[src/core/dimmer_pkg.sv]
// constants, types and the touch-input classifier of the dimmer
package dimmer_pkg;
    localparam int CLK_PERIOD_NS   = 25;
    localparam int TICK_PERIOD_US  = 50;
    localparam int TICK_CYCLES     = (TICK_PERIOD_US * 1000) / CLK_PERIOD_NS;
    localparam int IGNORE_MS       = 80;
    localparam int LONG_MS         = 320;
    localparam int RAMP_MS         = 3800;
    localparam int IGNORE_TICKS    = (IGNORE_MS * 1000 + TICK_PERIOD_US - 1) / TICK_PERIOD_US;
    localparam int LONG_TICKS      = (LONG_MS * 1000) / TICK_PERIOD_US;
    localparam int LEVELS          = 32;
    localparam int LEVEL_W         = 5;
    localparam int STEP_TICKS      = (RAMP_MS * 1000) / (TICK_PERIOD_US * (LEVELS - 1));
    localparam int DUR_W           = 13;
    localparam int CNT_W           = 7;
    localparam int MIN_DELAY       = 32;
    localparam int MAX_DELAY       = 160;
    localparam logic [CNT_W-1:0] REF_LOAD = 7'h60;
    localparam logic [CNT_W-1:0] CNT_TOP  = 7'h7F;
    localparam logic [LEVEL_W-1:0] LVL_MIN = 5'h00;
    localparam logic [LEVEL_W-1:0] LVL_MAX = 5'h1F;
    localparam int IN_RAISE = 0;
    localparam int IN_LOWER = 1;
    localparam int IN_SLAVE = 2;
    localparam int IN_SYNC  = 3;
    localparam int IN_TRIAC = 4;
    localparam int IN_W     = 5;

    typedef struct packed {
        logic brief;
        logic held;
    } cmd_t;

    typedef enum logic [1:0] {
        PH_IDLE = 2'b00,
        PH_REF  = 2'b01,
        PH_SET  = 2'b10,
        PH_FIRE = 2'b11
    } phase_t;

    // square law plus one tick a level: steps grow toward the dim end, no two levels share a delay
    function automatic logic [7:0] delay_of(input logic [LEVEL_W-1:0] lvl);
        int k;
        int span;
        k    = (LEVELS - 1) - int'(lvl);
        span = MAX_DELAY - MIN_DELAY - (LEVELS - 1);
        return 8'(MIN_DELAY + k + (span * k * k) / ((LEVELS - 1) * (LEVELS - 1)));
    endfunction
endpackage

`timescale 1ns/1ps
`default_nettype none
module touch_classifier #(
    parameter int IGNORE_T = dimmer_pkg::IGNORE_TICKS,
    parameter int LONG_T   = dimmer_pkg::LONG_TICKS
) (
    input  wire logic              ref_clk_i,
    input  wire logic              rst_b_i,
    input  wire logic              tick_i,
    input  wire logic              active_i,
    output var dimmer_pkg::cmd_t   cmd_o
);
    logic [dimmer_pkg::DUR_W-1:0] dur_q;
    logic                         active_q;
    logic                         brief_q;
    logic                         held_q;

    // saturate just past the long threshold so the count never wraps
    always_ff @(posedge ref_clk_i or negedge rst_b_i) begin
        if (!rst_b_i) begin
            dur_q <= '0;
        end else if (!active_i) begin
            dur_q <= '0;
        end else if (tick_i && int'(dur_q) <= LONG_T) begin
            dur_q <= dur_q + 1'b1;
        end
    end

    always_ff @(posedge ref_clk_i or negedge rst_b_i) begin
        if (!rst_b_i) begin
            active_q <= 1'b0;
            brief_q  <= 1'b0;
            held_q   <= 1'b0;
        end else begin
            active_q <= active_i;
            brief_q  <= active_q && !active_i && int'(dur_q) >= IGNORE_T && int'(dur_q) <= LONG_T;
            held_q   <= active_i && int'(dur_q) > LONG_T;
        end
    end

    assign cmd_o = '{brief: brief_q, held: held_q};
endmodule
`default_nettype wire

[src/core/touch_dimmer.sv]
// phase-angle touch dimmer: command decode, brightness and trigger timing
// Summary of operation
// delay set by difference of two counters
// both counters advance on one tick
// brighter level loads a lower preset
// level to preset mapping is nonlinear
// delay held between 32 and 160 ticks
// touches under 80 ms are ignored
// 80 to 320 ms touch toggles load
// touches over 320 ms are long
// long raise brightens, long lower dims
// both long while off: on, minimum
// both long while on: no change
// slave input decoded like raise/lower
// internal tick period about 50 us
// one trigger pulse per zero crossing
// trigger active low, at most one tick
// triac conduction ends pulse early
// reset leaves load off, no pulses
// brief switch-on starts at maximum
// full ramp takes about 3.8 s
// sync edges restart the delay count
// ramp steps at fixed tick intervals
`timescale 1ns/1ps
`default_nettype none
module touch_dimmer #(
    parameter int TICK_CYC   = dimmer_pkg::TICK_CYCLES,
    parameter int IGNORE_T   = dimmer_pkg::IGNORE_TICKS,
    parameter int LONG_T     = dimmer_pkg::LONG_TICKS,
    parameter int STEP_T     = dimmer_pkg::STEP_TICKS
) (
    input  wire logic                           ref_clk_i,
    input  wire logic                           rst_b_i,
    input  wire logic                           raise_input_i,
    input  wire logic                           lower_input_i,
    input  wire logic                           remote_slave_input_i,
    input  wire logic                           mains_sync_input_i,
    input  wire logic                           triac_conducting_i,
    output logic                                trig_b_o,
    output logic                                load_on_o,
    output logic [dimmer_pkg::LEVEL_W-1:0]      level_o
);
    logic [dimmer_pkg::IN_W-1:0]    sync1_q;
    logic [dimmer_pkg::IN_W-1:0]    sync2_q;
    logic                           zc_prev_q;
    logic                           zero_cross;
    logic                           triac_on;
    logic [11:0]                    tick_cnt_q;
    logic                           tick_q;
    dimmer_pkg::cmd_t               raise_cmd;
    dimmer_pkg::cmd_t               lower_cmd;
    dimmer_pkg::cmd_t               slave_cmd;
    logic                           any_brief;
    logic                           any_held;
    logic                           held_prev_q;
    logic                           slave_prev_q;
    logic                           slave_up_q;
    logic                           ramp_up;
    logic                           ramp_dn;
    logic [12:0]                    step_cnt_q;
    logic                           on_q;
    logic [dimmer_pkg::LEVEL_W-1:0] level_q;
    logic [7:0]                     delay_want;
    logic                           short_fire_q;
    logic [dimmer_pkg::CNT_W-1:0]   ref_cnt_q;
    logic [dimmer_pkg::CNT_W-1:0]   set_cnt_q;
    dimmer_pkg::phase_t             ph_q;
    dimmer_pkg::phase_t             ph_d;
    logic                           trig_b_q;

    // pins are asynchronous; only the second stage is looked at
    always_ff @(posedge ref_clk_i or negedge rst_b_i) begin
        if (!rst_b_i) begin
            sync1_q <= '0;
            sync2_q <= '0;
        end else begin
            sync1_q <= {triac_conducting_i, mains_sync_input_i, remote_slave_input_i,
                        lower_input_i, raise_input_i};
            sync2_q <= sync1_q;
        end
    end

    always_ff @(posedge ref_clk_i or negedge rst_b_i) begin
        if (!rst_b_i) begin
            zc_prev_q <= 1'b0;
        end else begin
            zc_prev_q <= sync2_q[dimmer_pkg::IN_SYNC];
        end
    end

    // both edges of the sync level mark a zero crossing
    assign zero_cross = zc_prev_q ^ sync2_q[dimmer_pkg::IN_SYNC];
    assign triac_on   = sync2_q[dimmer_pkg::IN_TRIAC];

    always_ff @(posedge ref_clk_i or negedge rst_b_i) begin
        if (!rst_b_i) begin
            tick_cnt_q <= '0;
            tick_q     <= 1'b0;
        end else if (int'(tick_cnt_q) == TICK_CYC - 1) begin
            tick_cnt_q <= '0;
            tick_q     <= 1'b1;
        end else begin
            tick_cnt_q <= tick_cnt_q + 1'b1;
            tick_q     <= 1'b0;
        end
    end

    touch_classifier #(.IGNORE_T(IGNORE_T), .LONG_T(LONG_T)) u_raise (
        .ref_clk_i (ref_clk_i),
        .rst_b_i   (rst_b_i),
        .tick_i    (tick_q),
        .active_i  (sync2_q[dimmer_pkg::IN_RAISE]),
        .cmd_o     (raise_cmd)
    );

    touch_classifier #(.IGNORE_T(IGNORE_T), .LONG_T(LONG_T)) u_lower (
        .ref_clk_i (ref_clk_i),
        .rst_b_i   (rst_b_i),
        .tick_i    (tick_q),
        .active_i  (sync2_q[dimmer_pkg::IN_LOWER]),
        .cmd_o     (lower_cmd)
    );

    // same timing as the plates; a single wire cannot say up or down
    touch_classifier #(.IGNORE_T(IGNORE_T), .LONG_T(LONG_T)) u_slave (
        .ref_clk_i (ref_clk_i),
        .rst_b_i   (rst_b_i),
        .tick_i    (tick_q),
        .active_i  (sync2_q[dimmer_pkg::IN_SLAVE]),
        .cmd_o     (slave_cmd)
    );

    assign any_brief = raise_cmd.brief | lower_cmd.brief | slave_cmd.brief;
    assign any_held  = raise_cmd.held | lower_cmd.held | slave_cmd.held;
    // both plates together never ramp unless the slave wire is also held long
    assign ramp_up = (raise_cmd.held & ~lower_cmd.held) | (slave_cmd.held & slave_up_q);
    assign ramp_dn = (lower_cmd.held & ~raise_cmd.held) | (slave_cmd.held & ~slave_up_q);

    // slave long commands alternate direction each time
    always_ff @(posedge ref_clk_i or negedge rst_b_i) begin
        if (!rst_b_i) begin
            held_prev_q  <= 1'b0;
            slave_prev_q <= 1'b0;
            slave_up_q   <= 1'b0;
        end else begin
            held_prev_q  <= any_held;
            slave_prev_q <= slave_cmd.held;
            if (slave_prev_q && !slave_cmd.held) begin
                slave_up_q <= ~slave_up_q;
            end
        end
    end

    always_ff @(posedge ref_clk_i or negedge rst_b_i) begin
        if (!rst_b_i) begin
            step_cnt_q <= '0;
        end else if (!(on_q && (ramp_up || ramp_dn))) begin
            step_cnt_q <= '0;
        end else if (tick_q) begin
            step_cnt_q <= (int'(step_cnt_q) == STEP_T - 1) ? '0 : step_cnt_q + 1'b1;
        end
    end

    always_ff @(posedge ref_clk_i or negedge rst_b_i) begin
        if (!rst_b_i) begin
            on_q    <= 1'b0;
            level_q <= dimmer_pkg::LVL_MIN;
        end else if (any_brief) begin
            on_q <= ~on_q;
            if (!on_q) begin
                level_q <= dimmer_pkg::LVL_MAX;
            end
        end else if (any_held && !held_prev_q && !on_q) begin
            on_q    <= 1'b1;
            level_q <= dimmer_pkg::LVL_MIN;
        end else if (on_q && tick_q && int'(step_cnt_q) == STEP_T - 1) begin
            // 31 steps of STEP_T ticks span the whole range
            if (ramp_up && level_q != dimmer_pkg::LVL_MAX) begin
                level_q <= level_q + 1'b1;
            end else if (ramp_dn && level_q != dimmer_pkg::LVL_MIN) begin
                level_q <= level_q - 1'b1;
            end
        end
    end

    assign delay_want = dimmer_pkg::delay_of(level_q);

    // reference counter runs the fixed 32, preset counter the remainder
    always_ff @(posedge ref_clk_i or negedge rst_b_i) begin
        if (!rst_b_i) begin
            ref_cnt_q    <= '0;
            set_cnt_q    <= '0;
            short_fire_q <= 1'b0;
        end else if (zero_cross) begin
            ref_cnt_q    <= dimmer_pkg::REF_LOAD;
            set_cnt_q    <= 7'(8'h80 - (delay_want - 8'(dimmer_pkg::MIN_DELAY)));
            short_fire_q <= delay_want == 8'(dimmer_pkg::MIN_DELAY);
        end else if (tick_q) begin
            ref_cnt_q <= (ph_q == dimmer_pkg::PH_REF) ? ref_cnt_q + 1'b1 : ref_cnt_q;
            set_cnt_q <= (ph_q == dimmer_pkg::PH_SET) ? set_cnt_q + 1'b1 : set_cnt_q;
        end
    end

    always_comb begin
        ph_d = ph_q;
        unique case (ph_q)
            dimmer_pkg::PH_IDLE: ph_d = dimmer_pkg::PH_IDLE;
            dimmer_pkg::PH_REF: begin
                if (tick_q && ref_cnt_q == dimmer_pkg::CNT_TOP) begin
                    ph_d = short_fire_q ? dimmer_pkg::PH_FIRE : dimmer_pkg::PH_SET;
                end
            end
            dimmer_pkg::PH_SET: begin
                if (tick_q && set_cnt_q == dimmer_pkg::CNT_TOP) begin
                    ph_d = dimmer_pkg::PH_FIRE;
                end
            end
            dimmer_pkg::PH_FIRE: begin
                if (tick_q || triac_on) begin
                    ph_d = dimmer_pkg::PH_IDLE;
                end
            end
        endcase
        // a new half cycle restarts timing; off means no firing at all
        if (zero_cross) begin
            ph_d = on_q ? dimmer_pkg::PH_REF : dimmer_pkg::PH_IDLE;
        end else if (!on_q || any_brief) begin
            // switching off drops a pulse still pending in this half cycle
            ph_d = dimmer_pkg::PH_IDLE;
        end
    end

    always_ff @(posedge ref_clk_i or negedge rst_b_i) begin
        if (!rst_b_i) begin
            ph_q     <= dimmer_pkg::PH_IDLE;
            trig_b_q <= 1'b1;
        end else begin
            ph_q     <= ph_d;
            trig_b_q <= ph_d != dimmer_pkg::PH_FIRE;
        end
    end

    assign trig_b_o  = trig_b_q;
    assign load_on_o = on_q;
    assign level_o   = level_q;

    // helper logic for the checks below
    logic [7:0]  chk_ticks_q;
    logic [7:0]  chk_delay_q;
    logic [11:0] chk_low_q;

    always_ff @(posedge ref_clk_i or negedge rst_b_i) begin
        if (!rst_b_i) begin
            chk_ticks_q <= '0;
            chk_delay_q <= '0;
            chk_low_q   <= '0;
        end else begin
            if (zero_cross) begin
                chk_ticks_q <= '0;
                chk_delay_q <= delay_want;
            end else if (tick_q && chk_ticks_q != 8'hFF) begin
                chk_ticks_q <= chk_ticks_q + 1'b1;
            end
            chk_low_q <= trig_b_q ? '0 : chk_low_q + 1'b1;
        end
    end
endmodule
`default_nettype wire

[config.mk]
export PLATFORM = sky130hd
export DESIGN_NAME = touch_dimmer
export DESIGN_NICKNAME = d
export VERILOG_FILES = /design/src/core/dimmer_pkg.sv /design/src/core/touch_dimmer.sv
export SDC_FILE = /design/constraint.sdc
export NUM_CORES = 1
export LEC_CHECK = 0
export ABC_AREA = 0
export BUFFER_PORTS_ARGS = -buffer_cell sky130_fd_sc_hd__buf_2
export CAP_MARGIN = 20
export CELL_PAD_IN_SITES_DETAIL_PLACEMENT = 1
export CELL_PAD_IN_SITES_GLOBAL_PLACEMENT = 1
export CORE_MARGIN = 3
export CORE_UTILIZATION = 55
export CTS_BUF_LIST = sky130_fd_sc_hd__clkbuf_2
export CTS_CLUSTER_SIZE = 24
export DETAILED_ROUTE_END_ITERATION = 8
export HOLD_SLACK_MARGIN = 0.12
export PLACE_DENSITY = 0.95
export REMOVE_ABC_BUFFERS = 1
export SETUP_SLACK_MARGIN = 0.15
export SYNTH_ARGS = -nofsm -noshare
export SYNTH_HDL_FRONTEND = slang
export SYNTH_SLANG_ARGS = --single-unit
export TNS_END_PERCENT = 20
[constraint.sdc]
create_clock -name ref_clk_i -period 35.2 [get_ports ref_clk_i]
set_input_delay 3.52 -clock ref_clk_i [delete_from_list [all_inputs] [get_ports ref_clk_i]]
set_output_delay 3.52 -clock ref_clk_i [all_outputs]
set_load 0.01 [all_outputs]
==> flow_metrics.py, run 1 <==
metrics = {
    "sta": {
        "clock.fmax_mhz": 55.3,
        "finalWorstPathRequiredPeriod_ns": 18.09,
        "setup_tns_ns": 0,
        "post-route-period-util_pct": 51.4,
        "finalSetupViolCount": 0,
        "final_hold_viol_count": 0,
        "worst_pin_slew_ns": 1.10,
        "drv_slew": 0,
        "rsz0062_at_grt": "no",
        "skew_ns": 0.0748,
        "relSlewSlack_pct": 25.8,
    },
    "grt": {
        "grt_max_degree": 73,
        "grt_antenna_before_repair": 1,
        "grt_pass1_wl_um": 58900,
        "overflow": 0,
        "grt_pass1_vias": 11139,
        "grt_usage_pct": 32.6,
    },
    "setup_path": {
        "cp_slowest_cell": "dfrtp_1",
        "cp_max_fo": 18,
        "ff2ff_setup_slack_ns": 17.11,
        "reg2reg_depth": 61,
        "critPathLaunchType": "flop",
        "critical_path.max_stage_delay_ns": 0.88,
        "worstReg2RegStart": "level_o[0]",
        "arrival_ns": 18.69,
        "rr_endpoint": "set_cnt_q[6]",
        "worst-setup-path-type": "reg2reg",
        "crit_top_cell": "ha_1",
        "cp.required_ns": 35.81,
        "critPathCaptureType": "flop",
    },
    "power": {
        "ir_drop_uv": 33.0,
        "p_total_uw": 200,
        "p_leak_uw": 0.00494,
        "power_density_nw_per_um2": 17.4,
    },
    "clocking": {
        "post_cts_resized": 0,
        "clock_latency_ns": 0.68,
        "clockBufferDepth": 2,
        "cts_made_buffers": 9,
        "clock_sinks": 112,
        "cts_hold_buf": 0,
        "cts_root_buffer": "clkbuf_2",
        "post_cts_buffers": 0,
        "cts.htree.levels": 3,
        "cts_tree": "yes",
        "path_clk_slew_ns": 0.39,
    },
    "drt": {
        "highest_layer": "met4",
        "drt-met1-wl_um": 15000,
        "route.met3.wl_um": 1640,
        "met2WireLength_um": 19200,
        "drc": 0,
        "finalWirelength_um": 37600,
        "antenna_left": 0,
        "viasPerCell": 6.80,
        "vias": 10745,
        "drt_first_pass_iters": 5,
        "drtIter0Drc": 886,
        "wire_per_inst_um": 23.8,
    },
    "logic_synthesis": {
        "synth_top_cells_by_area": "dfrtp_1 (25%), ha_1 (8.4%), xnor2_1 (5.6%)",
        "async_flop_share_pct": 100,
        "synth_seq_cells": 112,
        "synth_top_area_share_pct": 24.8,
        "synth_top_cell_by_area": "dfrtp_1",
        "synth_enable_flop_cells": 0,
        "synth_area_um2": 11200,
        "ys.flop_type": "dfrtp_1",
        "synth-seq-area-share_pct": 25.1,
        "synthCells": 1324,
        "syn_avg_cell_area_um2": 8.44,
        "yosys_warnings": 0,
        "synth_cell_types": 104,
    },
    "run": {
        "cap_violations": 0,
    },
    "min_path": {
        "whs_endpoint": "sync2_q[2]",
        "min_path_cells": 0,
        "hp-class": "reg2reg",
        "min_from": "sync1_q[2]",
    },
    "floorplan": {
        "fp-row-count": 51,
        "die_h_um": 149,
        "initial_core_util_pct": 56.7,
        "io_pins": 14,
        "fp.dieArea_um2": 22100,
        "coreArea_um2": 19700,
        "die_x_um": 149,
    },
    "cells_and_area": {
        "drive_gt1_share_pct": 6.63,
        "final_util_pct": 58.5,
        "nets": 1418,
        "area_delta_synth_final_pct": 3.18,
        "filler_cell_count": 2352,
        "final_cell_mix": "nor2_1 (121), dfrtp_1 (111), nand2_1 (98)",
        "mostFrequentLayoutCell": "nor2_1",
    },
    "placed_design": {
        "place.gp.congestion": 0.915,
        "post-dp-hpwl_um": 26100,
        "portBuffers": 13,
    },
    "run_status": {
        "outcome": "completed",
    },
}
final cells by class:
cell class	instances	area, um^2	area share (%)
Antenna cell	2	5.00	0.0434
Clock buffer	9	45.0	0.390
Clock inverter	7	70.1	0.607
Inverter	85	319	2.77
Multi-Input combinational cell	1082	7860	68.1
Sequential cell	112	2800	24.3
Tap cell	265	332	2.87
Timing Repair Buffer	17	103	0.889
Yosys cell counts (9+ instances only):
cell,number
a21boi_0,11
dfrtp_1,111
nand4_1,30
a21oi_1,59
nor4_1,10
a31oi_1,15
a21o_1,15
a211oi_1,12
nand2b_1,13
xor2_1,35
xnor2_1,72
clkbuf_1,32
or2_2,12
ha_1,75
or3_1,17
nand2_1,98
o22ai_1,9
inv_1,84
nor2_1,121
and2_1,40
nor2b_1,24
o211ai_1,20
and3_1,19
o21ai_0,58
mux2i_1,15
o21a_1,11
fa_1,29
nand3_1,50
nor3_1,27
per-layer routing:
metal  vias up  track usage, %
li1       4759               -
met3       157            3.20
met1      5382            39.9
met5         -               0
met4         0            12.4
met2       447            59.2
per-stage QoR:
stage / std cells / area [um^2] / hold slack [ns] / setup slack (ns)
floorplan: 1279 / 11000 / 0.331 / 19.90
global placement: 1560 / 11400 / 0.332 / 18.54
detailed placement: 1560 / 11400 / 0.339 / 17.35
CTS: 1576 / 11500 / 0.398 / 17.34
global route: 1579 / 11500 / 0.403 / 16.01
finish: 1579 / 11500 / 0.394 / 17.11
where the power goes:
part           switching (uW)  internal, uW
logic                    4.26          1.27
registers                1.74           130
clock network            50.7          11.9
total                    56.7           144
cell families (layout without fill, tap and decap cells):
family                   count (synthesis)  after routing  share of synthesized area [%]
AO/OA/AOI/OAI                          329            329                           21.3
XOR/XNOR                               110            110                           8.87
adder cells (fa/ha/maj)                104            104                           13.6
buffers and inverters                  130            118                           4.63
flip-flops                             112            112                           25.1
multiplexers                            21             21                           2.10
other                                    0              2                              0
AND/OR/NAND/NOR                        518            518                           24.5
how the worst max path moves through the flow:
stage	endpoint	start	cells past startpoint
finish	set_cnt_q[6]	level_o[0]	61
global route	set_cnt_q[6]	level_o[0]	61
CTS	set_cnt_q[6]	level_o[0]	61
detailed placement	set_cnt_q[6]	level_o[0]	61
global placement	set_cnt_q[6]	level_o[0]	61
floorplan	set_cnt_q[6]	level_o[0]	61
state kept, by name, summed over array words and instances, names as in the netlist, 2 cells and up:
name           count
step_cnt_q        13
u_lower.dur_q     13
u_raise.dur_q     13
u_slave.dur_q     13
tick_cnt_q        12
ref_cnt_q          7
set_cnt_q          7
level_o            5
sync1_q            5
sync2_q            5
ph_q               2
critical path, delay by kind of cell (launching register included):
| kind | cells | cell delay [ns] |
|---|---|---|
| compound gates | 24 | 7.00 |
| xor+xnor | 6 | 1.49 |
| fa+ha+maj | 11 | 3.78 |
| buf+inv | 5 | 0.79 |
| flops | 1 | 0.88 |
| mux | 1 | 0.13 |
| simple gates | 14 | 3.95 |
No activity file was read; power rests on OpenSTA's default activity.
==> run 2: changes to the inputs <==
Settings changed: CORE_UTILIZATION 55 to 46, PLACE_DENSITY 0.95 to 0.91.
Clock period 35.2 ns to 15.2 ns, I/O delays scaled along.
==> flow_metrics.py, run 2 (synthesis results as in run 1) <==
metrics = {
    "run_status": {
        "outcome": "complete, but fails checks",
        "violations": "max-capacitance violations, max-slew violations, negative setup slack",
    },
    "drt": {
        "viasPerCell": 6.90,
        "drt_first_pass_iters": 5,
        "wire_per_inst_um": 26.8,
        "drc": 0,
        "antenna_left": 0,
        "drtIter0Drc": 1147,
        "finalWirelength_um": 46800,
        "vias": 12046,
    },
    "clocking": {
        "path_clk_slew_ns": 0.34,
        "clock_sinks": 112,
        "cts_root_buffer": "clkbuf_2",
        "cts_hold_buf": 0,
        "cts_tree": "yes",
        "cts_made_buffers": 9,
        "clock_latency_ns": 0.64,
        "cts.htree.levels": 3,
        "clockBufferDepth": 2,
    },
    "cells_and_area": {
        "mostFrequentLayoutCell": "nor2_1",
        "multi_input_area_um2": 8710,
        "area.sequential_um2": 2800,
        "drive_gt1_share_pct": 22.3,
        "filler_cell_count": 2775,
        "fin_area_um2": 13400,
        "nets": 1533,
        "final_cell_mix": "nor2_1 (112), dfrtp_1 (111), buf_4 (106)",
        "area_delta_synth_final_pct": 19.6,
    },
    "grt": {
        "overflow": 0,
        "grt_antenna_before_repair": 1,
        "grt_pass1_wl_um": 59600,
        "grt_usage_pct": 27.3,
        "grt_pass1_vias": 11723,
        "grt_max_degree": 77,
    },
    "power": {
        "pwr-share-clk_pct": 30.1,
        "p_leak_uw": 0.00564,
        "p_total_uw": 455,
        "seqPwrFrac_pct": 67.1,
        "pwr-share-comb_pct": 2.7,
        "p_sw_uw": 123,
        "swShare_pct": 27.1,
        "ir_drop_uv": 69.1,
        "p_int_uw": 332,
        "power_density_nw_per_um2": 34.0,
    },
    "sta": {
        "relSlewSlack_pct": -3.72,
        "clock.fmax_mhz": 62.5,
        "finalSetupViolCount": 5,
        "setup_tns_ns": -2.42,
        "worst_pin_slew_ns": 1.54,
        "drv_slew": 9,
        "finalWorstPathRequiredPeriod_ns": 15.99,
        "post-route-period-util_pct": 105,
        "setup_ws_ns": -0.788,
        "skew_ns": 0.0444,
        "holdWs_ns": 0.397,
        "rsz0062_at_grt": "yes",
        "final_hold_viol_count": 0,
    },
    "run": {
        "cap_violations": 1,
    },
    "setup_path": {
        "arrival_ns": 16.55,
        "critPathCaptureType": "flop",
        "critPathLaunchType": "flop",
        "worst-setup-path-type": "reg2reg",
        "cp_slowest_cell": "o211ai_1",
        "cp_max_fo": 12,
        "critical_path.max_stage_delay_ns": 0.60,
        "crit_top_cell": "inv_2",
        "cp.required_ns": 15.76,
    },
    "floorplan": {
        "initial_core_util_pct": 47.2,
        "coreArea_um2": 23700,
        "fp.dieArea_um2": 26200,
        "die_h_um": 162,
        "die_x_um": 162,
        "fp-row-count": 56,
        "io_pins": 14,
    },
    "placed_design": {
        "pre_cts_slack_ns": -0.823,
        "place.gp.congestion": 0.891,
        "portBuffers": 13,
        "post-dp-hpwl_um": 25900,
        "placed_area_um2": 11800,
    },
    "min_path": {
        "hp-class": "reg2reg",
    },
}
## run 2: changes by cell type in the layout (fill, tap and decap cells not counted), sizes merged
cell / previous run / this run
dlymetal6s2s: 1 / 0
inv: 89 / 87
diode: 2 / 1
clkinvlp: 0 / 1
clkbuf: 9 / 10
a21o: 15 / 16
buf: 16 / 130
clkinv: 3 / 4
## run 2: routing by layer
layer | routed length (um) | vias up | global-route usage [%]
met5 | 0 | - | 0
met4 | 3830 | 0 | 10.4
met3 | 3050 | 332 | 2.96
met2 | 23100 | 802 | 50.6
met1 | 16800 | 5916 | 32.4
li1 | - | 4996 | -
## run 2: critical path, delay by kind of cell, from the launching register on
kind,cells,cell delay (ns)
flip-flops,1,0.48
buffers and inverters,10,1.07
AO/OA/AOI/OAI,20,4.91
AND/OR/NAND/NOR,14,3.57
XOR/XNOR,7,1.31
multiplexers,2,0.43
adder cells (fa/ha/maj),12,4.11
## run 2: repair_timing
| item | CTS | global route |
|---|---|---|
| gates cloned | 0 | 2 |
| gates resized for setup | 54 | 136 |
| buffers inserted | 16 | 53 |
| hold endpoints to repair | 0 | 0 |
| pin swaps | 14 | 89 |
| endpoints found under the setup margin | 7 | 7 |
## run 2: power by group through the flow
stage	clock [uW]	sequential, uW	combinational [uW]
finish	137	305	12.5
global route	152	306	13.7
CTS	139	305	12.1
detailed placement	0	310	12.0
global placement	0	309	11.7
floorplan	0	308	3.62
## run 2: final timing paths
check                      startpoint             to  slack (ns)  cells past startpoint
setup / recovery           level_o[2]   set_cnt_q[6]       -0.79                     65
hold / removal             sync1_q[2]     sync2_q[2]        0.40                      0
setup reg to reg           level_o[2]   set_cnt_q[6]       -0.79                     65
hold reg to reg            sync1_q[2]     sync2_q[2]        0.40                      0
max in group asynchronous     rst_b_i     level_o[4]       13.05                      2
min in group asynchronous     rst_b_i  tick_cnt_q[2]        0.77                      1
## run 2: layout make-up
class | count | share of cell area [%]
antenna | 1 | 0.0187
timing repair buffer | 131 | 7.60
clock buffer | 9 | 0.337
sequential | 112 | 21.0
tap | 319 | 2.98
inverter | 85 | 2.42
multi-input combinational | 1083 | 65.1
clock inverter | 7 | 0.543
## run 2: through the flow
step	utilization [%]	std cells
CTS	52.0	1689
global placement	49.8	1657
floorplan	-	1279
detailed placement	49.8	1657
global route	56.5	1747
finish	56.5	1747
